**src/hdl/ccs_pkg.sv**
```systemverilog
// constants and types shared by the charge cycle sequencer
package ccs_pkg;
   // charge phase codes
   localparam logic [1:0] PHASE_OFF = 2'h0;
   localparam logic [1:0] PHASE_PRE = 2'h1;
   localparam logic [1:0] PHASE_FAST = 2'h2;
   localparam logic [1:0] PHASE_DONE = 2'h3;
   // charge fault field codes
   localparam logic [1:0] FAULT_NONE = 2'h0;
   localparam logic [1:0] FAULT_TIMER = 2'h3;
   // current fractions
   localparam logic [1:0] FRAC_0 = 2'h0;
   localparam logic [1:0] FRAC_20 = 2'h1;
   localparam logic [1:0] FRAC_50 = 2'h2;
   localparam logic [1:0] FRAC_100 = 2'h3;
   // termination current field position
   localparam int TERM_LSB = 0;
   localparam int TERM_MSB = 3;
   localparam logic [3:0] TERM_DEFAULT = 4'h2;
   localparam logic [2:0] TH_FAULT_NONE = 3'h0;
   localparam logic [2:0] TH_FAULT_OUT = 3'h5;
   localparam logic [2:0] SRC_NONE = 3'h0;
   localparam logic [2:0] SRC_BOOST = 3'h7;
   // timing
   localparam int CLK_HZ = 25000000;
   localparam int INT_PULSE_US = 256;
   localparam int INT_PULSE_CYC = INT_PULSE_US * (CLK_HZ / 1000000);
   localparam int BLINK_HALF_MS = 500;
   localparam int BLINK_HALF_CYC = BLINK_HALF_MS * (CLK_HZ / 1000);
   localparam int TICK_S = 1;
   localparam int TICK_CYC = TICK_S * CLK_HZ;
   localparam int SAFE_LOW_S = 7200;
   localparam int SAFE_10H_S = 36000;
   localparam int SAFE_20H_S = 72000;
   localparam int TOPOFF_15M_S = 900;
   localparam int DEGLITCH_MS = 10;
   localparam int DEGLITCH_CYC = DEGLITCH_MS * (CLK_HZ / 1000);
   localparam int RST_HOLD_MS = 10000;
   localparam int RST_HOLD_CYC = RST_HOLD_MS * (CLK_HZ / 1000);
   localparam int RST_OFF_MS = 250;
   localparam int RST_OFF_CYC = RST_OFF_MS * (CLK_HZ / 1000);
   localparam int SHIP_DELAY_MS = 10000;
   localparam int SHIP_DELAY_CYC = SHIP_DELAY_MS * (CLK_HZ / 1000);

   typedef enum logic [4:0] {
      SW_ON = 5'h01,
      SW_SHIP_WAIT = 5'h02,
      SW_SHIP = 5'h04,
      SW_RST_HIZ = 5'h08,
      SW_RST_OFF = 5'h10
   } ccs_sw_t;
endpackage

```
**src/hdl/ccs_tick_if.sv**
```systemverilog
// timebase handshake between the sequencer and its tick generator
`timescale 1ns/1ps
interface ccs_tick_if;
   logic run;
   logic half;
   logic tick;
   modport gen (input run, input half, output tick);
   modport user (output run, output half, input tick);
endinterface

```
**src/hdl/ccs_tick.sv**
```systemverilog
// gated seconds tick shared by the safety and top-off timers
`timescale 1ns/1ps
module ccs_tick #(
   parameter int TICK_CYC = ccs_pkg::TICK_CYC
) (
   // clock and reset
   input wire logic clock,
   input wire logic nrst,
   // timebase
   ccs_tick_if.gen tb
);
   typedef struct packed {
      logic [31:0] div;
      logic odd;
      logic tick;
   } ccs_tick_st_t;
   ccs_tick_st_t s, next_s;

   always_comb begin
      next_s = s;
      next_s.tick = 1'b0;
      // the divider freezes while paused so both timers stop together
      if (tb.run) begin
         if (s.div >= 32'(TICK_CYC - 1)) begin
            next_s.div = 32'h0;
            next_s.odd = ~s.odd;
            next_s.tick = ~tb.half | s.odd;
         end else begin
            next_s.div = s.div + 32'h1;
         end
      end
   end

   always_ff @(posedge clock) begin
      if (!nrst) begin
         s <= '0;
      end else begin
         s <= next_s;
      end
   end

   assign tb.tick = s.tick;
endmodule

```
**src/hdl/ccs_top.sv**
```systemverilog
// charge cycle sequencer: phases, termination, timers, thermistor zones, ship mode
`timescale 1ns/1ps
module ccs_top #(
   parameter int SAFE_LOW_S = ccs_pkg::SAFE_LOW_S,
   parameter int SAFE_10H_S = ccs_pkg::SAFE_10H_S,
   parameter int SAFE_20H_S = ccs_pkg::SAFE_20H_S,
   parameter int TOPOFF_15M_S = ccs_pkg::TOPOFF_15M_S,
   parameter int TICK_CYC = ccs_pkg::TICK_CYC,
   parameter int DEGLITCH_CYC = ccs_pkg::DEGLITCH_CYC,
   parameter int RST_HOLD_CYC = ccs_pkg::RST_HOLD_CYC,
   parameter int RST_OFF_CYC = ccs_pkg::RST_OFF_CYC,
   parameter int SHIP_DELAY_CYC = ccs_pkg::SHIP_DELAY_CYC,
   parameter int BLINK_HALF_CYC = ccs_pkg::BLINK_HALF_CYC
) (
   // clock and reset
   input wire logic clock,
   input wire logic nrst,
   // analog comparator results (asynchronous)
   input wire logic bat_below_short,
   input wire logic bat_below_pre,
   input wire logic bat_below_low,
   input wire logic bat_above_rechg,
   input wire logic cur_below_term,
   input wire logic input_current_regulation,
   input wire logic input_voltage_regulation,
   input wire logic thermal_regulation,
   input wire logic battery_fault_flag,
   input wire logic sense_valid,
   input wire logic adapter_present,
   input wire logic boost_mode,
   input wire logic push_button_input,
   // thermistor zones (asynchronous)
   input wire logic th_below_t1,
   input wire logic th_below_t2,
   input wire logic th_above_t3,
   input wire logic th_above_t5,
   input wire logic th_boost_out,
   // settings from host
   input wire logic charge_enable_bit,
   input wire logic charge_enable_pin_n,
   input wire logic term_enable,
   input wire logic [3:0] term_current,
   input wire logic [1:0] topoff_select,
   input wire logic remote_sense_disable,
   input wire logic [1:0] cool_current_fraction,
   input wire logic [1:0] warm_current_fraction,
   input wire logic warm_voltage_select,
   input wire logic thermistor_ignore,
   input wire logic fast_timer_length_select,
   input wire logic timer_enable,
   input wire logic half_rate_enable,
   input wire logic switch_disable_bit,
   input wire logic switch_off_delay_bit,
   input wire logic adapter_ship_bit,
   input wire logic system_reset_enable,
   input wire logic reset_with_adapter_bit,
   input wire logic register_reset,
   // status to host
   output logic [1:0] charge_phase_status,
   output logic topoff_running_flag,
   output logic [1:0] charge_fault_field,
   output logic [2:0] thermistor_fault_status,
   output logic [2:0] input_source_status,
   output logic high_impedance_set,
   output logic [3:0] term_current_level,
   // analog controls
   output logic [1:0] current_fraction,
   output logic reduced_voltage,
   output logic remote_sense_active,
   output logic battery_switch_on,
   output logic boost_suspend,
   output logic registers_to_default,
   // pins
   output logic status_pin_out,
   output logic status_pin_oe,
   output logic int_n
);
   localparam int NS = 18;

   typedef struct packed {
      logic [NS-1:0] m1;
      logic [NS-1:0] m2;
      logic [1:0] phase;
      logic topoff;
      logic [1:0] topoff_len;
      logic [31:0] topoff_cnt;
      logic [31:0] safe_cnt;
      logic [1:0] fault;
      logic [2:0] th_fault;
      logic [2:0] src;
      logic hiz;
      logic [1:0] frac;
      logic vred;
      logic rsense;
      logic term_ok;
      logic en_d;
      logic [31:0] int_cnt;
      logic int_n;
      logic [31:0] blink_cnt;
      logic blink;
      logic stat;
      ccs_pkg::ccs_sw_t sw;
      logic [31:0] sw_cnt;
      logic [31:0] btn_cnt;
      logic btn_d;
      logic [31:0] hold_cnt;
      logic reset_armed;
      logic swon;
      logic bsusp;
      logic defaults;
      logic [3:0] term_lvl;
   } ccs_st_t;

   ccs_st_t s, next_s;
   ccs_tick_if tb();

   ccs_tick #(.TICK_CYC(TICK_CYC)) u_tick (
      .clock(clock),
      .nrst(nrst),
      .tb(tb.gen)
   );

   ////////////////////////////////////////////////////////////////////////////
   // synchronised inputs
   wire logic [NS-1:0] raw = {bat_below_short, bat_below_pre, bat_below_low,
      bat_above_rechg, cur_below_term, input_current_regulation,
      input_voltage_regulation, thermal_regulation, battery_fault_flag, sense_valid,
      adapter_present, boost_mode, push_button_input, th_below_t1, th_below_t2,
      th_above_t3, th_above_t5, th_boost_out};
   logic b_low, b_pre, rechg, iterm, dpm, bfault, sval, vbus, boost, btn;
   logic cold_hot, cool, warm, bout;
   always_comb begin
      b_pre = s.m2[16];
      b_low = s.m2[15];
      rechg = s.m2[14];
      iterm = s.m2[13];
      dpm = s.m2[12] | s.m2[11] | s.m2[10];
      bfault = s.m2[9];
      sval = s.m2[8];
      vbus = s.m2[7];
      boost = s.m2[6];
      btn = s.m2[5];
      cold_hot = (s.m2[4] | s.m2[1]) & ~thermistor_ignore;
      cool = s.m2[3] & ~thermistor_ignore;
      warm = s.m2[2] & ~thermistor_ignore;
      bout = s.m2[0] & ~thermistor_ignore;
   end

   ////////////////////////////////////////////////////////////////////////////
   // next state
   logic en, charging, evt, safe_exp, top_exp, suspend, halve, btn_fall;
   logic [31:0] safe_lim, top_lim;
   always_comb begin
      next_s = s;
      next_s.m1 = raw;
      next_s.m2 = s.m1;
      evt = 1'b0;
      en = charge_enable_bit & ~charge_enable_pin_n & ~switch_disable_bit;
      next_s.en_d = en;
      next_s.term_lvl = term_current;
      next_s.defaults = 1'b0;
      next_s.rsense = ~remote_sense_disable & sval;

      // thermistor zones
      if (boost) begin
         next_s.th_fault = bout ? ccs_pkg::TH_FAULT_OUT : ccs_pkg::TH_FAULT_NONE;
         next_s.src = bout ? ccs_pkg::SRC_NONE : ccs_pkg::SRC_BOOST;
         next_s.bsusp = bout;
      end else begin
         next_s.th_fault = cold_hot ? ccs_pkg::TH_FAULT_OUT : ccs_pkg::TH_FAULT_NONE;
         next_s.src = ccs_pkg::SRC_NONE;
         next_s.bsusp = 1'b0;
      end
      next_s.frac = cool ? cool_current_fraction :
         (warm ? warm_current_fraction : ccs_pkg::FRAC_100);
      next_s.vred = warm & ~warm_voltage_select;

      suspend = cold_hot | bfault | ~timer_enable;
      halve = half_rate_enable & (dpm | ((cool | warm) & s.frac != ccs_pkg::FRAC_100));
      charging = en & (s.phase != ccs_pkg::PHASE_OFF) & (s.phase != ccs_pkg::PHASE_DONE);
      tb.run = (charging | s.topoff) & ~suspend;
      tb.half = halve;

      // safety timer
      safe_lim = b_low ? 32'(SAFE_LOW_S) :
         (fast_timer_length_select ? 32'(SAFE_20H_S) : 32'(SAFE_10H_S));
      safe_exp = 1'b0;
      if (en & ~s.en_d) begin
         next_s.safe_cnt = 32'h0;
      end else if (charging & tb.tick) begin
         next_s.safe_cnt = s.safe_cnt + 32'h1;
         if (s.safe_cnt + 32'h1 >= safe_lim) begin
            safe_exp = 1'b1;
         end
      end
      if (safe_exp) begin
         next_s.fault = ccs_pkg::FAULT_TIMER;
         next_s.phase = ccs_pkg::PHASE_OFF;
         evt = 1'b1;
      end

      // termination enable is only taken before termination is detected
      if (s.phase != ccs_pkg::PHASE_DONE) begin
         next_s.term_ok = term_enable;
      end

      // phase selection
      if (!en) begin
         next_s.phase = ccs_pkg::PHASE_OFF;
         next_s.topoff = 1'b0;
         next_s.fault = ccs_pkg::FAULT_NONE;
      end else if (s.phase == ccs_pkg::PHASE_OFF) begin
         if (!cold_hot && s.fault == ccs_pkg::FAULT_NONE) begin
            next_s.phase = b_pre ? ccs_pkg::PHASE_PRE : ccs_pkg::PHASE_FAST;
         end
      end else if (s.phase != ccs_pkg::PHASE_DONE && !safe_exp) begin
         next_s.phase = b_pre ? ccs_pkg::PHASE_PRE : ccs_pkg::PHASE_FAST;
         if (rechg && iterm && s.term_ok && !dpm && !warm && !cold_hot) begin
            next_s.phase = ccs_pkg::PHASE_DONE;
            next_s.topoff_len = topoff_select;
            next_s.topoff_cnt = 32'h0;
            next_s.topoff = topoff_select != 2'h0;
            evt = 1'b1;
         end
      end else if (s.phase == ccs_pkg::PHASE_DONE && !rechg) begin
         next_s.phase = ccs_pkg::PHASE_FAST;
         next_s.topoff = 1'b0;
      end

      // top-off timer
      top_lim = 32'(TOPOFF_15M_S) * {30'h0, s.topoff_len};
      top_exp = 1'b0;
      if (s.topoff) begin
         if (topoff_select == 2'h0) begin
            next_s.topoff = 1'b0;
         end else if (tb.tick) begin
            next_s.topoff_cnt = s.topoff_cnt + 32'h1;
            if (s.topoff_cnt + 32'h1 >= top_lim) begin
               next_s.topoff = 1'b0;
               top_exp = 1'b1;
               evt = 1'b1;
            end
         end
      end

      // push button deglitch and falling edge
      btn_fall = 1'b0;
      if (btn == s.btn_d) begin
         next_s.btn_cnt = 32'h0;
      end else if (s.btn_cnt >= 32'(DEGLITCH_CYC - 1)) begin
         next_s.btn_d = btn;
         next_s.btn_cnt = 32'h0;
         btn_fall = s.btn_d & ~btn;
      end else begin
         next_s.btn_cnt = s.btn_cnt + 32'h1;
      end
      if (!s.btn_d && s.hold_cnt < 32'(RST_HOLD_CYC)) begin
         next_s.hold_cnt = s.hold_cnt + 32'h1;
      end else if (s.btn_d) begin
         next_s.hold_cnt = 32'h0;
         next_s.reset_armed = 1'b0;
      end
      if (s.hold_cnt == 32'(RST_HOLD_CYC - 1) && system_reset_enable && !switch_disable_bit) begin
         next_s.reset_armed = 1'b1;
      end
      if (vbus) begin
         next_s.hiz = 1'b0;
      end

      // battery switch sequencing
      case (s.sw)
         ccs_pkg::SW_ON: begin
            next_s.swon = ~(s.phase == ccs_pkg::PHASE_DONE) | ~vbus;
            if (switch_disable_bit && (!vbus || adapter_ship_bit)) begin
               next_s.sw = ccs_pkg::SW_SHIP_WAIT;
               next_s.sw_cnt = 32'h0;
            end else if (s.reset_armed && (reset_with_adapter_bit || !vbus)) begin
               next_s.sw = ccs_pkg::SW_RST_HIZ;
               next_s.reset_armed = 1'b0;
            end
         end
         ccs_pkg::SW_SHIP_WAIT: begin
            if (!switch_disable_bit || register_reset) begin
               next_s.sw = ccs_pkg::SW_ON;
            end else if (!switch_off_delay_bit || s.sw_cnt >= 32'(SHIP_DELAY_CYC - 1)) begin
               next_s.swon = 1'b0;
               if (!vbus) begin
                  next_s.sw = ccs_pkg::SW_SHIP;
               end
            end else begin
               next_s.sw_cnt = s.sw_cnt + 32'h1;
            end
         end
         ccs_pkg::SW_SHIP: begin
            next_s.swon = 1'b0;
            if (vbus || !switch_disable_bit || register_reset || btn_fall) begin
               next_s.sw = ccs_pkg::SW_ON;
               next_s.swon = 1'b1;
               if (btn_fall) begin
                  next_s.hiz = 1'b1;
               end
            end
         end
         ccs_pkg::SW_RST_HIZ: begin
            next_s.hiz = 1'b1;
            next_s.swon = 1'b0;
            next_s.sw_cnt = 32'h0;
            next_s.sw = ccs_pkg::SW_RST_OFF;
         end
         ccs_pkg::SW_RST_OFF: begin
            if (s.sw_cnt >= 32'(RST_OFF_CYC - 1)) begin
               next_s.swon = 1'b1;
               next_s.defaults = 1'b1;
               next_s.sw = ccs_pkg::SW_ON;
            end else begin
               next_s.sw_cnt = s.sw_cnt + 32'h1;
            end
         end
         default: begin
            next_s.sw = ccs_pkg::SW_ON;
         end
      endcase

      // interrupt pulse
      if (evt || (next_s.topoff && !s.topoff)) begin
         next_s.int_cnt = 32'(ccs_pkg::INT_PULSE_CYC);
      end else if (s.int_cnt != 32'h0) begin
         next_s.int_cnt = s.int_cnt - 32'h1;
      end
      next_s.int_n = (next_s.int_cnt == 32'h0);

      // status pin: low while charging, high when done or off, blink on timer fault or cold/hot zone
      if (s.blink_cnt >= 32'(BLINK_HALF_CYC - 1)) begin
         next_s.blink_cnt = 32'h0;
         next_s.blink = ~s.blink;
      end else begin
         next_s.blink_cnt = s.blink_cnt + 32'h1;
      end
      if (s.fault == ccs_pkg::FAULT_TIMER || cold_hot) begin
         next_s.stat = s.blink;
      end else begin
         next_s.stat = ~en | (next_s.phase == ccs_pkg::PHASE_OFF) | next_s.topoff |
            (next_s.phase == ccs_pkg::PHASE_DONE);
      end
   end

   always_ff @(posedge clock) begin
      if (!nrst) begin
         s <= '0;
         s.m1 <= {NS{1'b0}} | 18'h00020;
         s.m2 <= {NS{1'b0}} | 18'h00020;
         s.btn_d <= 1'b1;
         s.sw <= ccs_pkg::SW_ON;
         s.swon <= 1'b1;
         s.int_n <= 1'b1;
         s.stat <= 1'b1;
         s.rsense <= 1'b1;
         s.term_ok <= 1'b1;
         s.frac <= ccs_pkg::FRAC_100;
         s.term_lvl <= ccs_pkg::TERM_DEFAULT;
      end else begin
         s <= next_s;
      end
   end

   always_comb begin
      charge_phase_status = s.phase;
      topoff_running_flag = s.topoff;
      charge_fault_field = s.fault;
      thermistor_fault_status = s.th_fault;
      input_source_status = s.src;
      high_impedance_set = s.hiz;
      term_current_level = s.term_lvl;
      current_fraction = s.frac;
      reduced_voltage = s.vred;
      remote_sense_active = s.rsense;
      battery_switch_on = s.swon;
      boost_suspend = s.bsusp;
      registers_to_default = s.defaults;
      status_pin_out = 1'b0;
      status_pin_oe = ~s.stat;
      int_n = s.int_n;
   end
endmodule
```
**config.mk**
```make
export PLATFORM = sky130hd
export DESIGN_NAME = ccs_top
export DESIGN_NICKNAME = d
export VERILOG_FILES = /design/src/hdl/ccs_pkg.sv /design/src/hdl/ccs_tick_if.sv /design/src/hdl/ccs_tick.sv /design/src/hdl/ccs_top.sv
export SDC_FILE = /design/constraint.sdc
export NUM_CORES = 1
export LEC_CHECK = 0
export ABC_CLOCK_PERIOD_IN_PS = 3200
export BUFFER_PORTS_ARGS = -buffer_cell sky130_fd_sc_hd__clkbuf_2
export CORE_MARGIN = 2
export CORE_UTILIZATION = 35
export CTS_BUF_LIST = sky130_fd_sc_hd__clkbuf_16
export CTS_CLUSTER_SIZE = 12
export DETAILED_ROUTE_END_ITERATION = 7
export GPL_ROUTABILITY_DRIVEN = 0
export SLEW_MARGIN = 25
export SYNTH_ARGS = -nofsm -noshare
export SYNTH_HDL_FRONTEND = slang
export SYNTH_HIERARCHICAL = 1
export SYNTH_SLANG_ARGS = --single-unit
```
**constraint.sdc**
```tcl
create_clock -name clock -period 3.2 [get_ports clock]
set_input_delay 0.32 -clock clock [delete_from_list [all_inputs] [get_ports clock]]
set_output_delay 0.32 -clock clock [all_outputs]
set_load 0.01 [all_outputs]
```
Word-level counts from Yosys, hierarchy flattened
Cells that the tools add are included.

cells by class
  div/mod/pow operators = 0
  shift operators = 0
  bitwise gates (word level) = 48
  multiply operators = 1
  equal/unequal tests = 23
  add/subtract/negate cells = 8
  reductions and logical operators = 57
  order comparisons = 8
  muxes and demuxes = 77

operator list
  kind                                                                            number
  32-bit two-way mux                                                              12
  32-bit by 1-bit adder with 32-bit output, second input constant                 7
  37-bit two-way mux                                                              4
  32-bit case mux with 4 select lines                                             1
  35-bit two-way mux                                                              1
  5-bit two-way mux                                                               7
  17-bit two-way mux                                                              2
  34-bit two-way mux                                                              1
  33-bit two-way mux                                                              1
  32-bit by 28-bit == test with 1-bit output, second input constant               1
  32-bit by 12-bit >= comparator with 1-bit output                                1
  32-bit by 17-bit >= comparator with 1-bit output                                1
  32-bit by 18-bit >= comparator with 1-bit output, second input constant         1
  32-bit by 23-bit >= comparator with 1-bit output, second input constant         1
  32-bit by 24-bit >= comparator with 1-bit output, second input constant         1
  32-bit by 25-bit >= comparator with 1-bit output, second input constant         1
  32-bit by 28-bit >= comparator with 1-bit output, second input constant         1
  32-bit logical NOT                                                              1
  32-bit by 28-bit less-than comparator with 1-bit output, second input constant  1
  1-bit two-way mux                                                               32
  32-bit nonzero test                                                             1
  32-bit by 1-bit subtractor with 32-bit output, second input constant            1
  5-bit case mux with 5 select lines                                              1
  1-bit inverter                                                                  19
  31 further kinds                                                                122

word-level totals
  bits in read-only memories = 0
  word-level logic and storage cells = 256
  register bits = 328
  latch bits = 0
  output and inout port bits = 26
  input bits = 45
  memories kept = 0
  RAM bits = 0

Logic depth before layout (Yosys ltp)
  word-level depth = 24
  depth in mapped cells = 19
  mapped depth without buffers = 15

Cells and area by module
Netlist, hierarchy kept.

modules (own cells, without submodules)
  module    cells an instance  seq. area each (sq um)  area each (sq um)  instances
  ccs_top   1,727              5,805.6                 14,318.7           1
  ccs_tick  196                680.7                   1,699.1            1

Worst setup path before layout
Ideal clock, no wire load.

  path type = register -> register
  start point = register s[194] (netlist name)
  end point = register s[227] (netlist name)
  buffers on the path = 2
  data arrival time = 3.321 ns
  data required time = 3.067 ns
  setup slack = -0.255 ns
  clock period less this slack = 3.455 ns
  setup time = 0.133 ns
  stages on the path, launching flop included = 15
  cell sequence = dfxtp_1 -> nand3_1 -> nor3_2 -> nand4_1 -> xnor2_1 -> ha_1 -> a21o_1 -> a31oi_1 -> a21bo_2 -> a2111o_1 -> a21bo_1 -> buf_6 -> nand2_8 -> buf_12 -> a31oi_4

between the ends
  word-level cells in the longest chain between the ends = 13

RTL lines
  element                                             line            text
  from (decl)                                         ccs_top.sv:114  ccs_st_t s, next_s;
  from (signal assigned)                              ccs_top.sv:362  s <= next_s;
  32-bit by 1-bit adder with 32-bit output *          ccs_top.sv:192  if (s.safe_cnt + 32'h1 >= safe_lim) begin
  32-bit by 17-bit >= comparator with 1-bit output *  ccs_top.sv:192
  1-bit two-way mux *                                 ccs_top.sv:192
  1-bit two-way mux *                                 ccs_top.sv:190  end else if (charging & tb.tick) begin
  1-bit two-way mux *                                 ccs_top.sv:188  if (en & ~s.en_d) begin
  1-bit logical NOT *                                 ccs_top.sv:216  end else if (s.phase != ccs_pkg::PHASE_DONE && !safe_exp) begin
  1-bit logical AND *                                 ccs_top.sv:216
  34-bit two-way mux *                                ccs_top.sv:216
  35-bit two-way mux *                                ccs_top.sv:212  end else if (s.phase == ccs_pkg::PHASE_OFF) begin
  32-bit two-way mux *                                ccs_top.sv:208  if (!en) begin
  32-bit two-way mux                                  ccs_top.sv:236  end else if (tb.tick) begin
  32-bit two-way mux                                  ccs_top.sv:234  if (topoff_select == 2'h0) begin
  32-bit two-way mux *                                ccs_top.sv:233  if (s.topoff) begin

Mark *: on every way between the ends. The rest lies on a longest branch, timed or not.
A chain may end at the register's enable or synchronous reset.

Worst setup path in the final report
  start point = register s[193] (netlist name)
  end point = register s[246] (netlist name)

The elaborated chain is that of the path after synthesis.

==> results.toml <==
[logic_synthesis]
yosys.area.top_type_share_pct = 40.49
synth_ff_type = "dfxtp_1"
synthCells = 1923
yosysWarnings = 6
synth.area.top_cells = "dfxtp_1 (40%), nor2_1 (6.5%), xnor2_1 (5.4%)"
synth-seq-cells = 324
yosysSeqAreaShare_pct = 40.49
synth-edff-count = 0
synth-async-reset-ratio_pct = 0
yosys.area.top_type = "dfxtp_1"
syn-cell-area_um2 = 16020
avgSynthCellArea_um2 = 8.330
synth_cell_types = 82

[grt]
grt_max_degree = 83
grt_pass1_wl_um = 64520
antenna_found_initial = 1
globalRouteOverflowTotal = 0
grt_pass1_vias = 13410
grtUsageTotal_pct = 16.27

[placement]
place.port_buffers = 67
dp.cells = 2638
dpl.hpwl_um = 26330
placed_area_um2 = 17710

[timing]
post-route-period-util_pct = 101.3
fin_crit_ns = 3.242
worst_pin_slew_ns = 0.9301
setup_viol = 27
hold_viol = 0
rsz0062_at_grt = "true"
finalMaxSlewViolations = 0
fmax_ghz = 0.3085
clock_skew_ns = 0.02359
setup_ws_ns = -0.04171
slew_headroom_pct = 37.84

[worst_setup_path]
required_ns = 3.63
crit_fanout = 7
crit_type = "reg -> reg"
worst_setup_path_end_kind = "register"
rr_worst_depth = 15
crit_path_max_incr_delay_ns = 0.41
crit_slowest_cell = "a2111o_1"
cp_common_cell = "buf_4"
r2r-end = "s[246]$_SDFF_PN0_"
crit_chain = "ha_4 -> nand4_4 -> buf_4 -> buf_4 -> nor3_1 -> xnor2_1 -> ha_1 -> a21o_1 -> a31oi_1 -> a21bo_2 -> a2111o_1 -> a21bo_4 -> buf_12 -> nand2_8 -> a311oi_1"
r2r_slack_ns = -0.04
cp-start-kind = "register"
reg2reg_from = "s[193]$_SDFFE_PP0P_"
arrival_ns = 3.67

[outcome]
violations = "negative setup slack"
status = "finished, violations left"

[final_layout]
drive_gt1_share_pct = 18.62
final_common_cell = "dfxtp_1"
final_nets = 2196
area_growth_pct = 23.58
final_core_util_pct = 43.71
final_area_um2 = 19800
final_cell_mix = "dfxtp_1 (312), nor2_1 (264), nand2_1 (154)"
fin_cells = 2749

[cts]
numCtsBuffers = 39
cts.sinks = 324
clock_latency_ns = 0.56
cts.clk_slew.worst_paths_ns = 0.06
clockBufferDepth = 3
htreeDepth = 2
cts-root-buf = "clkbuf_16"
cts_tree = "done"

[hold_path]
holdPathEnd = "s[256]$_SDFFE_PN0P_"
worstHoldPathCells = 3
min_from = "topoff_select[0]"
hold_class = "in -> reg"

[drt]
vias = 13990
routedWlPerCell_um = 14.16
drt-total-wl_um = 38920
via_per_inst = 5.088
drt_iter0_markers = 735
antenna_left = 0
firstDrtPassIters = 7
drc = 0

[power_and_ir_drop]
fin_total_pwr_w = 0.01070
ir_worst_vdd_v = 0.0004072
power_leakage_nw = 7.356
power_density_nw_per_um2 = 540.3

[die]
initial_core_util_pct = 35.37
row_count = 78
die_area_um2 = 47490
die_h_um = 217.9
die_w_um = 217.9
ios = 71
core-area_um2 = 45280

[job]
maxCapViolCount = 0
==> layer usage <==
layer  routed length [um]  global-route usage (%)  vias to the layer above
met4                  964                   5.646                        0
met3                 1795                   2.845                       63
met5                    0                       0                        -
met2                17880                   26.58                      289
met1                18280                   21.55                     6531
li1                     -                       -                     7103
==> sequential cells by signal, summed over array words and instances, names as in the netlist, 2 cells and up <==
signal and cells:
u_tick/s 33, current_fraction 2, term_current_level 4, s 247, charge_phase_status 2, next_s 17
==> timing repair <==
item,in CTS,in global routing
pin swaps,34,34
endpoints found under the setup margin,69,73
gates resized for setup,41,50
setup buffers,7,10
cloned,1,3
endpoints found under the hold margin,21,0
hold buffers,21,0
==> final cells by class <==
type	count	area (um^2)
Timing Repair Buffer	240	1782
Antenna cell	1	2.502
Tap cell	600	750.7
Clock inverter	29	280.3
Sequential cell	324	6519
Clock buffer	39	975.9
Fill cell	4474	25490
Multi-Input combinational cell	1465	9294
Inverter	51	191.4
==> report_power, final <==
| part | switching [W] | total, W | internal [W] |
|---|---|---|---|
| Clock | 0.00177 | 0.00433 | 0.00256 |
| Combinational | 0.00107 | 0.00196 | 0.000896 |
| Sequential | 0.000178 | 0.00441 | 0.00423 |
| Total | 0.00301 | 0.0107 | 0.00768 |
==> worst max path at each step <==
| stage | from | endpoint | slack, ns | depth (start not counted) |
|---|---|---|---|---|
| after CTS | s[225]$_SDFF_PN0_ | s[110]$_SDFF_PN1_ | -0.04 | 17 |
| after detailed placement | s[225]$_SDFF_PN0_ | s[174]$_SDFF_PN0_ | -0.15 | 17 |
| after floorplan | s[197]$_SDFFE_PP0P_ | s[227]$_SDFF_PN0_ | -0.03 | 15 |
| after global placement | s[193]$_SDFFE_PP0P_ | s[241]$_SDFF_PN0_ | -0.11 | 14 |
| after global routing | s[225]$_SDFF_PN0_ | s[110]$_SDFF_PN1_ | -0.20 | 13 |
| final | s[193]$_SDFFE_PP0P_ | s[246]$_SDFF_PN0_ | -0.04 | 15 |
==> cells by family (layout without fill, tap and decap cells) <==
logic type               Yosys count  in the layout  synth area share, %
other                              1             25              0.02341
AND/OR/NAND/NOR                  935            938                30.23
buffers and inverters            160            359                4.726
AO/OA/AOI/OAI                    292            292                12.19
multiplexers                      11             11               0.6952
flip-flops                       324            324                40.49
adder cells (fa/ha/maj)           30             30                2.343
XOR/XNOR                         170            170                9.295
==> metrics by stage <==
stage	TNS (ns)	hold WS (ns)	setup WS (ns)
4_1_cts	-0.1150	0.004596	-0.03833
3_3_place_gp	-3.467	0.4032	-0.1140
6_report	-0.5901	0.03507	-0.04171
3_5_place_dp	-7.115	0.3970	-0.1497
5_1_grt	-9.174	0.02669	-0.1999
2_1_floorplan	-0.2386	0.3863	-0.02710
==> worst max-delay path: cells and delay by family (launching register included) <==
family / cells / cell delay, ns
AOI/OAI and AO/OA: 6 / 1.34
buffers and inverters: 3 / 0.46
and+or+nand+nor: 3 / 0.44
DFF: 1 / 0.38
adders and majority gates: 2 / 0.37
xor gates and xnor gates: 1 / 0.11
==> cells in the mapped netlist (30+ instances only) <==
library cell,instances
and3_1,33
nor2_1,279
nor3_1,66
nand4_1,50
nand2_1,159
or3_1,43
inv_1,51
xor2_1,72
ha_1,30
nor4_1,34
xnor2_1,98
nand3_1,103
a31oi_1,34
clkbuf_1,65
o21ai_0,82
a21oi_1,77
and2_1,49
dfxtp_1,324
(Power assumes the default switching activity.)
